**config.mk**
```make
export PLATFORM = sky130hd
export DESIGN_NAME = dpt_timer
export DESIGN_NICKNAME = d
export VERILOG_FILES = /design/src/shared/dpt_pkg.sv /design/src/shared/dpt_core_if.sv /design/src/verilog/dpt_data.sv /design/src/verilog/dpt_pin_sync.sv /design/src/verilog/dpt_timer.sv
export SDC_FILE = /design/constraint.sdc
export NUM_CORES = 1
export LEC_CHECK = 0
export ABC_AREA = 1
export BUFFER_PORTS_ARGS = -buffer_cell sky130_fd_sc_hd__clkbuf_2
export CAP_MARGIN = 20
export CORE_MARGIN = 1
export CORE_UTILIZATION = 55
export CTS_CLUSTER_DIAMETER = 120
export DETAILED_ROUTE_END_ITERATION = 12
export PLACE_DENSITY = 0.9
export SYNTH_ARGS = -nofsm -noshare
export SYNTH_HDL_FRONTEND = slang
export SYNTH_HIERARCHICAL = 1
export SYNTH_SLANG_ARGS = --single-unit
```
**constraint.sdc**
```tcl
create_clock -name CLK -period 2.4 [get_ports CLK]
set_input_delay 0.24 -clock CLK [delete_from_list [all_inputs] [get_ports CLK]]
set_output_delay 0.24 -clock CLK [all_outputs]
set_load 0.1 [all_outputs]
```
**src/shared/dpt_pkg.sv**
```systemverilog
/*
  constants shared by the dual reload pwm/capture timer: register offsets,
  field positions, reset values and the operating mode enumeration.
  assumes a 12-bit apb byte address and 32-bit apb data.
*/
package dpt_pkg;

  // counter and register width
  localparam int DPT_CNT_W = 16;
  localparam int DPT_ADDR_W = 12;

  // register byte offsets, one aligned word each
  localparam logic [11:0] DPT_OFS_CTRL = 12'h000; // mode and run bits
  localparam logic [11:0] DPT_OFS_STAT = 12'h004; // pending and enables
  localparam logic [11:0] DPT_OFS_CNT = 12'h008;  // main_timer count
  localparam logic [11:0] DPT_OFS_RCA = 12'h00C;  // reload_capture_a
  localparam logic [11:0] DPT_OFS_RCB = 12'h010;  // reload_capture_b

  // control register: four upper bits of the low byte
  localparam int DPT_CTRL_LSB = 4;
  localparam int DPT_BIT_RUN = 4; // run_or_underflow_flag
  localparam int DPT_BIT_LO = 5;  // mode_select_lo
  localparam int DPT_BIT_MID = 6; // mode_select_mid
  localparam int DPT_BIT_HI = 7;  // mode_select_hi

  // status register fields
  localparam int DPT_BIT_PEND_A = 0; // pending_a
  localparam int DPT_BIT_EN_A = 1;   // irq_enable_a
  localparam int DPT_BIT_PEND_B = 2; // pending_b
  localparam int DPT_BIT_EN_B = 3;   // irq_enable_b

  // reset values of control state
  localparam logic [3:0] DPT_CTRL_RST = 4'h0;
  localparam logic [3:0] DPT_STAT_RST = 4'h0;

  // operating modes decoded from hi, mid, lo
  typedef enum logic [1:0] {
    DPT_MODE_EVENT,
    DPT_MODE_PWM,
    DPT_MODE_CAPTURE
  } dpt_mode_e;

endpackage : dpt_pkg

```
**src/shared/dpt_core_if.sv**
```systemverilog
/*
  carrier between the timer's own modules: synchronised pin edges and the
  commands and values of the counter/reload storage.
  assumes all three modules run on the same clock.
*/
`timescale 1ns/1ps
interface dpt_core_if;
  import dpt_pkg::*;
  logic [1:0] rise;                 // qualified rising edge, [0]=a, [1]=b
  logic [1:0] fall;                 // qualified falling edge
  logic load;                       // load counter from load_val
  logic dec;                        // count down by one, wraps at zero
  logic [DPT_CNT_W-1:0] load_val;
  logic cap_a;                      // copy count into reload_capture_a
  logic cap_b;                      // copy count into reload_capture_b
  logic wr_a;                       // software write of reload_capture_a
  logic wr_b;                       // software write of reload_capture_b
  logic [DPT_CNT_W-1:0] wr_val;
  logic [DPT_CNT_W-1:0] count;
  logic [DPT_CNT_W-1:0] ra;
  logic [DPT_CNT_W-1:0] rb;

  modport sync (output rise, fall);
  modport data (input load, dec, load_val, cap_a, cap_b, wr_a, wr_b,
    wr_val, output count, ra, rb);
  modport ctrl (input rise, fall, count, ra, rb, output load, dec,
    load_val, cap_a, cap_b, wr_a, wr_b, wr_val);
endinterface : dpt_core_if

```
**src/verilog/dpt_data.sv**
```systemverilog
/*
  counter and the two reload/capture registers.
  assumes the controller never asks for load and dec in a way it does not
  mean: load beats dec, capture beats a software write.
  these registers have no reset: their content starts undefined.
*/
`timescale 1ns/1ps
module dpt_data
  import dpt_pkg::*;
(
  input wire logic clk,
  dpt_core_if.data core
);

  typedef struct packed {
    logic [DPT_CNT_W-1:0] cnt; // main_timer
    logic [DPT_CNT_W-1:0] ra;  // reload_capture_a
    logic [DPT_CNT_W-1:0] rb;  // reload_capture_b
  } dpt_data_s;

  dpt_data_s st_reg;
  dpt_data_s st_next;

  assign core.count = st_reg.cnt;
  assign core.ra = st_reg.ra;
  assign core.rb = st_reg.rb;

  // next values; a plain decrement wraps zero to all ones
  always_comb
  begin
    st_next = st_reg;
    if (core.load)
      st_next.cnt = core.load_val;
    else if (core.dec)
      st_next.cnt = st_reg.cnt - 16'h0001;
    if (core.cap_a)
      st_next.ra = st_reg.cnt;
    else if (core.wr_a)
      st_next.ra = core.wr_val;
    if (core.cap_b)
      st_next.rb = st_reg.cnt;
    else if (core.wr_b)
      st_next.rb = core.wr_val;
  end

  // no reset on purpose: power-up content is undefined
  always_ff @(posedge clk)
  begin
    st_reg <= st_next;
  end

endmodule : dpt_data

```
**src/verilog/dpt_pin_sync.sv**
```systemverilog
/*
  three-stage synchroniser and edge qualifier for the two timer pins.
  assumes pins are asynchronous to clk; an edge is reported once the
  second and third stages agree on a new level.
*/
`timescale 1ns/1ps
module dpt_pin_sync
  import dpt_pkg::*;
(
  input wire logic clk,
  input wire logic rstn,
  input wire logic [1:0] pins,
  dpt_core_if.sync core
);

  typedef struct packed {
    logic [1:0] s0;   // first stage, read only by s1
    logic [1:0] s1;
    logic [1:0] s2;
    logic [1:0] lvl;  // accepted level
    logic [2:0] fill; // stages already holding a real pin sample
    logic primed;     // lvl holds a real pin level
  } dpt_sync_s;

  dpt_sync_s st_reg;
  dpt_sync_s st_next;
  logic [1:0] agree;

  // stages agree: the change is accepted
  assign agree = ~(st_reg.s1 ^ st_reg.s2);

  // edges per pin; none until every stage holds a real pin sample, so a
  // pin that idles high gives no false edge after reset
  genvar gi;
  generate
    for (gi = 0; gi < 2; gi++)
    begin : g_edge
      assign core.rise[gi] = st_reg.primed & agree[gi] & st_reg.s2[gi] &
        ~st_reg.lvl[gi];
      assign core.fall[gi] = st_reg.primed & agree[gi] & ~st_reg.s2[gi] &
        st_reg.lvl[gi];
    end
  endgenerate

  // shift chain and level update
  always_comb
  begin
    st_next = st_reg;
    st_next.s0 = pins;
    st_next.s1 = st_reg.s0;
    st_next.s2 = st_reg.s1;
    st_next.fill = {st_reg.fill[1:0], 1'b1};
    // until primed, follow the pin without reporting edges
    if (st_reg.primed)
      st_next.lvl = (agree & st_reg.s2) | (~agree & st_reg.lvl);
    else
      st_next.lvl = st_reg.s2;
    st_next.primed = st_reg.primed | st_reg.fill[2];
  end

  // state register
  always_ff @(posedge clk or negedge rstn)
  begin
    if (!rstn)
      st_reg <= '0;
    else
      st_reg <= st_next;
  end

endmodule : dpt_pin_sync

```
**src/verilog/dpt_timer.sv**
```systemverilog
/*
  dual reload pwm / event counter / input capture timer with an apb slave.
  assumes an apb master on CLK; timer pins are asynchronous inputs and
  pin a is two-way (in, out, output enable). one count per CLK period.
*/
// The implementer's own choices: the register offsets and the APB register port.
// Functional notes
// pwm mode counts down every clock
// pwm reloads a first, then alternates b, a
// code 101 toggles pin a, 100 does not
// pwm reload from a/b sets pending a/b
// pending flags stay until software clears them
// interrupt only while matching enable is set
// event mode counts selected edges on pin a
// event mode underflow sets pending a
// event mode rising pin b sets pending b
// event mode never drives pin a
// capture mode counts every clock
// capture copies count on pin a/b trigger
// capture registers readable without disturbing count
// capture triggers set pending a/b
// capture underflow sets run flag, enabled by a
// software clears run flag entering capture mode
// software checks both flags on source a
// pwm/event modes run only while run flag set
// capture edge polarity follows mode code
// each capture pin has own trigger condition
// pwm reload at zero raises an interrupt event
// counter and reload registers not reset
// mode and run bits are control bits 7:4
// event/capture modes wrap zero to all ones
// pin edges synchronised, one event per edge
`timescale 1ns/1ps
module dpt_timer
  import dpt_pkg::*;
(
  input wire logic CLK,
  input wire logic RSTN,
  input wire logic PSEL,
  input wire logic PENABLE,
  input wire logic PWRITE,
  input wire logic [11:0] PADDR,
  input wire logic [31:0] PWDATA,
  output logic [31:0] PRDATA,
  output logic PREADY,
  output logic PSLVERR,
  input wire logic TIMER_PIN_A_IN,
  output logic TIMER_PIN_A_OUT,
  output logic TIMER_PIN_A_OE,
  input wire logic TIMER_PIN_B_IN,
  output logic IRQ_A,
  output logic IRQ_B
);

  // all control state of the timer; data registers live in dpt_data
  typedef struct packed {
    logic [3:0] ctrl;     // hi, mid, lo, run_or_underflow_flag
    logic pend_a;         // pending_a
    logic en_a;           // irq_enable_a
    logic pend_b;         // pending_b
    logic en_b;           // irq_enable_b
    logic sel_b;          // next pwm reload comes from reload_capture_b
    logic pin_out;        // pwm level on pin a
    logic pin_oe;         // pin a driven
    logic irq_a;          // source a request
    logic irq_b;          // source b request
    logic pready;         // apb ready, high in the access phase
    logic pslverr;        // apb error for unmapped address
    logic [31:0] prdata;  // apb read data, captured in setup phase
  } dpt_main_s;

  dpt_main_s st_reg;
  dpt_main_s st_next;

  dpt_core_if core ();

  // pin synchroniser and edge qualifier
  dpt_pin_sync u_sync (
    .clk (CLK),
    .rstn (RSTN),
    .pins ({TIMER_PIN_B_IN, TIMER_PIN_A_IN}),
    .core (core)
  );

  // counter and reload/capture storage
  dpt_data u_data (
    .clk (CLK),
    .core (core)
  );

  // register index decode, used by read and by write path
  function automatic logic [2:0] reg_index(input logic [11:0] addr);
    case (addr)
      DPT_OFS_CTRL: reg_index = 3'd1;
      DPT_OFS_STAT: reg_index = 3'd2;
      DPT_OFS_CNT: reg_index = 3'd3;
      DPT_OFS_RCA: reg_index = 3'd4;
      DPT_OFS_RCB: reg_index = 3'd5;
      default: reg_index = 3'd0; // unmapped
    endcase
  endfunction : reg_index

  // mode decode from hi, mid, lo
  function automatic dpt_mode_e mode_of(input logic [2:0] code);
    // mid wins over hi: every x1x code is a capture mode
    if (code[1])
      mode_of = DPT_MODE_CAPTURE;
    else if (code[2])
      mode_of = DPT_MODE_PWM;
    else
      mode_of = DPT_MODE_EVENT;
  endfunction : mode_of

  // decoded control fields
  dpt_mode_e mode;
  logic run;           // run_or_underflow_flag
  logic code_hi;
  logic code_lo;
  logic wr_acc;        // apb write taken at this edge
  logic setup;         // apb setup cycle
  logic [2:0] idx;     // decoded register index
  logic tick;          // counter steps this cycle
  logic uf;            // counter passes through zero this cycle
  logic ev_a;          // counting edge on pin a in event mode
  logic trig_a;        // capture trigger on pin a
  logic trig_b;        // capture trigger on pin b
  logic is_zero;

  // decode once from the registered control bits
  assign mode = mode_of(st_reg.ctrl[3:1]);
  assign run = st_reg.ctrl[0];
  assign code_hi = st_reg.ctrl[3];
  assign code_lo = st_reg.ctrl[1];
  assign idx = reg_index(PADDR);
  assign setup = PSEL & ~PENABLE;
  assign wr_acc = PSEL & PENABLE & st_reg.pready & PWRITE;
  assign is_zero = (core.count == 16'h0000);

  // edge polarity: lo selects the falling edge for the event counter
  assign ev_a = code_lo ? core.fall[0] : core.rise[0];
  // capture: a falls when lo, b falls when hi or lo
  assign trig_a = code_lo ? core.fall[0] : core.rise[0];
  assign trig_b = (code_hi | code_lo) ? core.fall[1]
    : core.rise[1];

  // counting source per mode
  always_comb
  begin
    case (mode)
      DPT_MODE_PWM: tick = run;
      DPT_MODE_EVENT: tick = run & ev_a;
      DPT_MODE_CAPTURE: tick = 1'b1;
      default: tick = 1'b0;
    endcase
  end

  // zero seen while stepping: reload in pwm, wrap elsewhere
  assign uf = tick & is_zero;

  // next control state, storage commands and bus answers
  always_comb
  begin
    st_next = st_reg;
    core.load = 1'b0;
    core.dec = 1'b0;
    core.load_val = 16'h0000;
    core.cap_a = 1'b0;
    core.cap_b = 1'b0;
    core.wr_a = 1'b0;
    core.wr_b = 1'b0;
    core.wr_val = PWDATA[15:0];

    // software writes first, so that hardware sets below win
    if (wr_acc)
    begin
      case (idx)
        3'd1:
        begin
          // mode code and run flag; other bits are dropped
          st_next.ctrl = PWDATA[DPT_BIT_HI:DPT_CTRL_LSB];
        end
        3'd2:
        begin
          // pending bits cleared only here by software
          st_next.pend_a = PWDATA[DPT_BIT_PEND_A];
          st_next.en_a = PWDATA[DPT_BIT_EN_A];
          st_next.pend_b = PWDATA[DPT_BIT_PEND_B];
          st_next.en_b = PWDATA[DPT_BIT_EN_B];
        end
        3'd3:
        begin
          // count write; a pwm reload in this cycle overrides it
          core.load = 1'b1;
          core.load_val = PWDATA[15:0];
        end
        3'd4:
        begin
          // reload_capture_a; a capture in this cycle wins
          core.wr_a = 1'b1;
        end
        3'd5:
        begin
          // reload_capture_b; a capture in this cycle wins
          core.wr_b = 1'b1;
        end
        default:
        begin
          // unmapped write is dropped, error shown on pslverr
        end
      endcase
    end

    // mode specific counting, reload, capture and flags
    case (mode)
      DPT_MODE_PWM:
      begin
        if (uf)
        begin
          // reload at zero instead of wrapping
          core.load = 1'b1;
          if (st_reg.sel_b)
          begin
            core.load_val = core.rb;
            st_next.pend_b = 1'b1;
          end
          else
          begin
            core.load_val = core.ra;
            st_next.pend_a = 1'b1;
          end
          st_next.sel_b = ~st_reg.sel_b;
          if (code_lo)
            st_next.pin_out = ~st_reg.pin_out;
        end
        else
        begin
          // no zero reached: plain step, or hold while stopped
          core.dec = tick;
        end
        // only the toggle code drives the pin
        st_next.pin_oe = code_lo;
      end
      DPT_MODE_EVENT:
      begin
        // count only qualified edges while running; wraps at zero
        core.dec = tick;
        if (uf)
          st_next.pend_a = 1'b1;
        // pin b is a free rising-edge flag input here
        if (core.rise[1])
          st_next.pend_b = 1'b1;
        // pin a is the count input here
        st_next.pin_oe = 1'b0;
        // a later pwm session starts from reload_capture_a again
        st_next.sel_b = 1'b0;
      end
      DPT_MODE_CAPTURE:
      begin
        // free running; the run bit is not a stop control here
        core.dec = tick;
        // capture beats a software write of the same register
        core.cap_a = trig_a;
        core.cap_b = trig_b;
        if (trig_a)
          st_next.pend_a = 1'b1;
        if (trig_b)
          st_next.pend_b = 1'b1;
        // run flag doubles as the underflow pending flag
        if (uf)
          st_next.ctrl[0] = 1'b1;
        // capture inputs only; pin a is never driven
        st_next.pin_oe = 1'b0;
        st_next.sel_b = 1'b0;
      end
      default:
      begin
        // unreachable decode; keep the pin released
        st_next.pin_oe = 1'b0;
      end
    endcase

    // requests follow the next flags, gated by each enable
    // registered so that the request lines are glitch free
    // capture mode also counts the run flag as a pending underflow
    if (mode_of(st_next.ctrl[3:1]) == DPT_MODE_CAPTURE)
      st_next.irq_a = st_next.en_a &
        (st_next.pend_a | st_next.ctrl[0]);
    else
      st_next.irq_a = st_next.en_a & st_next.pend_a;
    st_next.irq_b = st_next.en_b & st_next.pend_b;

    // apb: answer prepared in the setup cycle, ready in access phase
    st_next.pready = setup;
    // an unmapped address still completes, with an error
    st_next.pslverr = setup & (idx == 3'd0);
    st_next.prdata = 32'h0000_0000;
    if (setup & ~PWRITE)
    begin
      // reads only sample; they never touch the running count
      case (idx)
        3'd1:
          st_next.prdata[DPT_BIT_HI:DPT_CTRL_LSB] = st_reg.ctrl;
        3'd2:
        begin
          st_next.prdata[DPT_BIT_PEND_A] = st_reg.pend_a;
          st_next.prdata[DPT_BIT_EN_A] = st_reg.en_a;
          st_next.prdata[DPT_BIT_PEND_B] = st_reg.pend_b;
          st_next.prdata[DPT_BIT_EN_B] = st_reg.en_b;
        end
        3'd3: st_next.prdata[15:0] = core.count;
        3'd4: st_next.prdata[15:0] = core.ra;
        3'd5: st_next.prdata[15:0] = core.rb;
        default: st_next.prdata = 32'h0000_0000;
      endcase
    end
  end

  // control state register; counter data is not reset here
  always_ff @(posedge CLK or negedge RSTN)
  begin
    if (!RSTN)
    begin
      // control and flags only; counter data has no reset
      st_reg <= '0;
      st_reg.ctrl <= DPT_CTRL_RST;
      st_reg.pend_a <= DPT_STAT_RST[DPT_BIT_PEND_A];
      st_reg.en_a <= DPT_STAT_RST[DPT_BIT_EN_A];
      st_reg.pend_b <= DPT_STAT_RST[DPT_BIT_PEND_B];
      st_reg.en_b <= DPT_STAT_RST[DPT_BIT_EN_B];
    end
    else
    begin
      st_reg <= st_next;
    end
  end

  // outputs straight from flip-flops
  assign PRDATA = st_reg.prdata;
  assign PREADY = st_reg.pready;
  assign PSLVERR = st_reg.pslverr;
  assign TIMER_PIN_A_OUT = st_reg.pin_out;
  assign TIMER_PIN_A_OE = st_reg.pin_oe;
  assign IRQ_A = st_reg.irq_a;
  assign IRQ_B = st_reg.irq_b;

endmodule : dpt_timer
```
Yosys cells after proc, flatten, opt, wreduce, memory -nomap -nowiden:

Cells that the tools add are included.

* register bits after elaboration: 107
* bits of input ports: 51
* logic and storage cells: 143

* add/sub/neg operators: 1
* eq/ne operators: 13
* muxes and demuxes: 56
* bitwise operators: 38
* reductions and logical operators: 12

Operator list (number)
* $mux 16: 12
* $pmux 4 s4: 2
* $mux 1: 28
* $eq 12x4->1 const B: 2
* $pmux 8 s3: 1
* $and 1x1->1: 21
* $logic_not 16->1: 1
* $sub 16x1->16 const B: 1
* $pmux 3 s5: 1
* $eq 12x3->1 const B: 1
* $eq 12x5->1 const B: 1
* $logic_not 12->1: 1
* $pmux 1 s3: 3
* $mux 2: 4
* $mux 4: 2
* $mux 8: 1
* $not 1->1: 8
* $reduce_bool 2->1: 4
* $eq 3x2->1 const B: 2
* $eq 3x3->1 const B: 2
* $and 2x2->2: 2
* $eq 2x2->1 const B: 2
* $not 2->2: 2
* $pmux 1 s2: 2
* other kinds (11): 14

Longest topological paths before layout:

* depth after elaboration: 14
* depth in mapped cells: 14
* depth with buffers taken out: 13

Modules after synthesis:

Netlist, hierarchy kept.

By module, submodules not included
* dpt_timer: instances 1, cells an instance 387, area an instance 2673.8 µm²
* dpt_data: instances 1, cells an instance 266, area an instance 2414.8 µm²
* dpt_pin_sync: instances 1, cells an instance 40, area an instance 412.9 µm²

Worst setup path after synthesis:

Ideal clock, no wire load.

* path kind: flip-flop to flip-flop
* start point: register st_reg, in the netlist PREADY
* end point: register u_data.st_reg, in the netlist u_data/core.count[0] (enable)
* arrival: 2201 ps
* required time: 2066 ps
* slack: -135 ps
* cell stages (with the launch flop): 9
* path buffers: 1
* period minus slack after synthesis: 2535 ps
* cell sequence: dfrtp_1 nand2_1 nor2_2 inv_1 nor2_4 nor2_4 inv_1 buf_2 or2_2

* cells in the longest elaborated chain, start to end: 6

RTL lines
* from (decl): line dpt_timer.sv:72 `dpt_main_s st_reg;`
* from (signal assigned): line dpt_timer.sv:333 `st_reg <= st_next;`
* $and 1x1->1 (*) (2 in series): line dpt_timer.sv:136 `assign wr_acc = PSEL & PENABLE & st_reg.pready & PWRITE;`
* $mux 1 (*): line dpt_timer.sv:174 `if (wr_acc)`
* $mux 1: line dpt_timer.sv:217 `if (uf)`
* $mux 1 (*): line dpt_timer.sv:214 `case (mode)`
* net core.load: line dpt_core_if.sv:11 `logic load;`
* $reduce_bool 2->1 (no line) (*)
* to (signal assigned): line dpt_data.sv:49 `st_reg <= st_next;`
* to (decl): line dpt_data.sv:21 `dpt_data_s st_reg;`

Mark *: on every way through the listed nets, which the timed path passes. The rest lies on a longest branch.
A chain may end at the register's enable or synchronous reset.

==> out/qor.csv <==
stage,metric,value,unit
status,run_status,completed,
placement,portBuffers,56,
critical_path,required,2.52,ns
power_and_ir_drop,p_sw,0.00106,W
power_and_ir_drop,ir_drop,0.279,mV
route,drc,0,
cts,clk_pin_slew_worst_paths,0.09,ns
floorplan,die_y,102,microns
floorplan,rows,36,
critical_path,reg2reg_depth,11,
timing,final.setup.tns,0,ns
synth,synth_seq_cells,91,
cts,ctsLongestPathBuffers,2,
cts,clk_latency,0.37,ns
floorplan,die_area,10400,sq um
power_and_ir_drop,p_int,0.00235,W
hold_path,hold_depth,2,
final_layout,syn_to_final_growth,10.3,%
cts,cts_tree,yes,
timing,rsz0062_at_grt,no,
power_and_ir_drop,comb_power_share,20.5,%
critical_path,crit_fanout,15,
cts,cts_resized,0,
critical_path,worstSetupPathType,register to register,
floorplan,die_w,102,microns
power_and_ir_drop,p_leak,2.79,nW
run,max_cap_viol_count,0,
timing,finalMaxSlewViolations,0,
critical_path,r2r_start,u_data/core.count[12]$_DFFE_PP_,
placement,globalplace.congestion,0.884,
route,firstDrtPassIters,5,
global_routing,grt_pass1_vias,4419,
final_layout,layout_common_cells,"nand2_1 (200), inv_1 (72), nor2_1 (66)",
final_layout,final_util,62.4,%
critical_path,cp_top_family,simple AND/OR/NAND/NOR gates,
critical_path,r2r_slack,0.14,ns
power_and_ir_drop,pwr_density_cell,562,nW/um^2
final_layout,finalNetCount,808,
synth,async_flop_share,47.3,%
critical_path,r2r_end,u_data/core.count[2]$_DFFE_PP_,
critical_path,endpoint_kind,register,
final_layout,stdcell_count,894,
power_and_ir_drop,swShare,31.1,%
cts,root_buffer,clkbuf_8,
placement,dp_hpwl,9.32,mm
route,vias,4835,
timing,relSlewSlack,62.9,%
critical_path,worst-path-buf-inv,3,
synth,synth_area_per_cell,7.94,sq um
power_and_ir_drop,seqPwrFrac,52.1,%
timing,setup_viol,0,
timing,tightest_slew,0.559,ns
synth,synth_edf_count,48,
cts,htree_levels,3,
global_routing,grt_max_degree,34,
synth,synthesis.area,5500,sq um
cts,cts-buffers-inserted,9,
route,drt_iter0_markers,537,
global_routing,gr-total-overflow,0,
synth,synthFlopType,edfxtp_1,
final_layout,n_antenna_cell,0,
global_routing,grt_pass1_wl,20.8,mm
global_routing,grtUsageTotal,26.2,%
hold_path,hold_end,PREADY$_DFF_PN0_,
placement,post-place-ws,0.217,ns
hold_path,hp-class,primary input to register,
timing,fin_crit,2.26,ns
final_layout,final_common_cell,nand2_1,
route,vias_per_cell,5.41,
global_routing,grt_antenna_before_repair,0,
timing,hold_viol_final,0,
floorplan,start_util,56.5,%
route,detail-route-antenna-nets,0,
synth,seq_area_frac_synth,45.8,%
critical_path,critical-path-max-stage-delay,0.40,ns
route,wl_per_cell,14.7,microns
placement,post-place-cells,875,
power_and_ir_drop,clkPwrFrac,27.3,%
critical_path,cp-start-kind,register,
timing,fin_skew,0.00889,ns
timing,fin_ws,0.139,ns
critical_path,cp_slowest_cell,edfxtp_1,
timing,fmax,442,MHz
synth,synth.distinct_cells,46,
timing,finalCritPeriodShare,94.2,%
critical_path,crit_chain,"nor2_1, nand2_1, nor2_2, nand3_2, nor2_8, nor2_4, inv_1, buf_4, inv_1, nor2_1, a21oi_1",
hold_path,worstHoldStart,PENABLE,
synth,synth_warnings,6,
cts,cts.sinks,91,
floorplan,io_pins,89,
floorplan,core,9730,sq um
synth,synthCells,693,
final_layout,final_layout_size_suffix_gt1_share,22.2,%
route,routed_wl,13.1,mm
critical_path,arrival,2.38,ns
cts,post-cts-setup-buffers,0,
[cells in the mapped netlist (4+ instances only)]
| cell | instances | share of area (%) |
|---|---|---|
| nor2_1 | 66 | 4.5 |
| edfxtp_1 | 48 | 26 |
| inv_1 | 72 | 4.9 |
| o21ai_0 | 55 | 5.0 |
| o21ai_2 | 6 | 0.96 |
| o21ai_1 | 9 | 0.82 |
| inv_2 | 11 | 0.75 |
| nand4_1 | 5 | 0.57 |
| nand3_2 | 5 | 0.91 |
| dfrtp_1 | 43 | 20 |
| nand3_1 | 34 | 3.1 |
| nor2_2 | 11 | 1.3 |
| nand2_2 | 12 | 1.4 |
| buf_6 | 4 | 0.82 |
| clkbuf_1 | 9 | 0.61 |
| buf_4 | 33 | 4.5 |
| a21oi_1 | 19 | 1.7 |
| nand2_1 | 200 | 14 |
| nor2_4 | 4 | 0.82 |
[how the worst max path moves through the flow]
stage                                               start                              to  slack (ns)  cells after the start
after floorplan                          PREADY$_DFF_PN0_  u_data/core.count[0]$_DFFE_PP_        0.14                      8
final                     u_data/core.count[12]$_DFFE_PP_  u_data/core.count[2]$_DFFE_PP_        0.14                     11
after global routing           u_sync/st_reg[0]$_DFF_PN0_  u_data/core.count[4]$_DFFE_PP_        0.02                     12
after global placement         u_sync/st_reg[0]$_DFF_PN0_  u_data/core.count[4]$_DFFE_PP_        0.26                     11
after CTS                 u_data/core.count[12]$_DFFE_PP_  u_data/core.count[2]$_DFFE_PP_        0.20                     11
after detailed placement       u_sync/st_reg[0]$_DFF_PN0_  u_data/core.count[4]$_DFFE_PP_        0.22                     11
[area by class of cell]
| cell class | count | area [sq um] |
|---|---|---|
| Clock buffer | 10 | 138 |
| Clock inverter | 6 | 31.3 |
| Fill cell | 792 | 3660 |
| Inverter | 88 | 334 |
| Multi-Input combinational cell | 480 | 2370 |
| Sequential cell | 91 | 2520 |
| Tap cell | 133 | 166 |
| Timing Repair Buffer | 86 | 513 |
[routing by layer]
| layer | global-route usage [%] | part of all wire, % | wire length (microns) |
|---|---|---|---|
| met1 | 33.5 | 39 | 5180 |
| met2 | 44.1 | 48 | 6350 |
| met3 | 4.24 | 9.5 | 1240 |
| met4 | 11.1 | 2.7 | 359 |
| met5 | 0 | 0 | 0 |
[power by group through the flow]
stage	Clock, W	Sequential, W	Combinational (W)
floorplan	0	0.00189	0.000382
global placement	0	0.00181	0.000666
detailed placement	0	0.00181	0.000681
CTS	0.000937	0.00178	0.000689
global route	0.000990	0.00179	0.000762
finish	0.000932	0.00178	0.000700
[through the flow]
step	hold WS [ns]	cell area, sq um	power, W
CTS	0.0328	6070	0.00340
global placement	0.140	5870	0.00247
finish	0.0426	6070	0.00341
detailed placement	0.144	5870	0.00249
floorplan	-0.0556	5560	0.00228
global route	0.0415	6070	0.00354
[worst reg2reg max path: stages (launching register included)]
cell	delay (ns)
edfxtp_1	0.40
nor2_1	0.15
nand2_1	0.12
nor2_2	0.21
nand3_2	0.18
nor2_8	0.17
nor2_4	0.06
inv_1	0.06
buf_4	0.16
inv_1	0.23
nor2_1	0.19
a21oi_1	0.07
[kinds of logic after synthesis]
group | count (synthesis) | share of synthesized area, %
and+or+nand+nor | 352 | 29.3
other | 2 | 0.137
adders and majority gates | 1 | 0.227
xor gates and xnor gates | 4 | 0.637
AOI/OAI and AO/OA | 106 | 11.7
DFF | 91 | 45.8
buffers and inverters | 137 | 12.3
[repair_timing]
item,in CTS,in global routing
hold buffers,3,0
hold endpoints to repair,14,0
endpoints found under the setup margin,0,0
(Power assumes the default switching activity.)
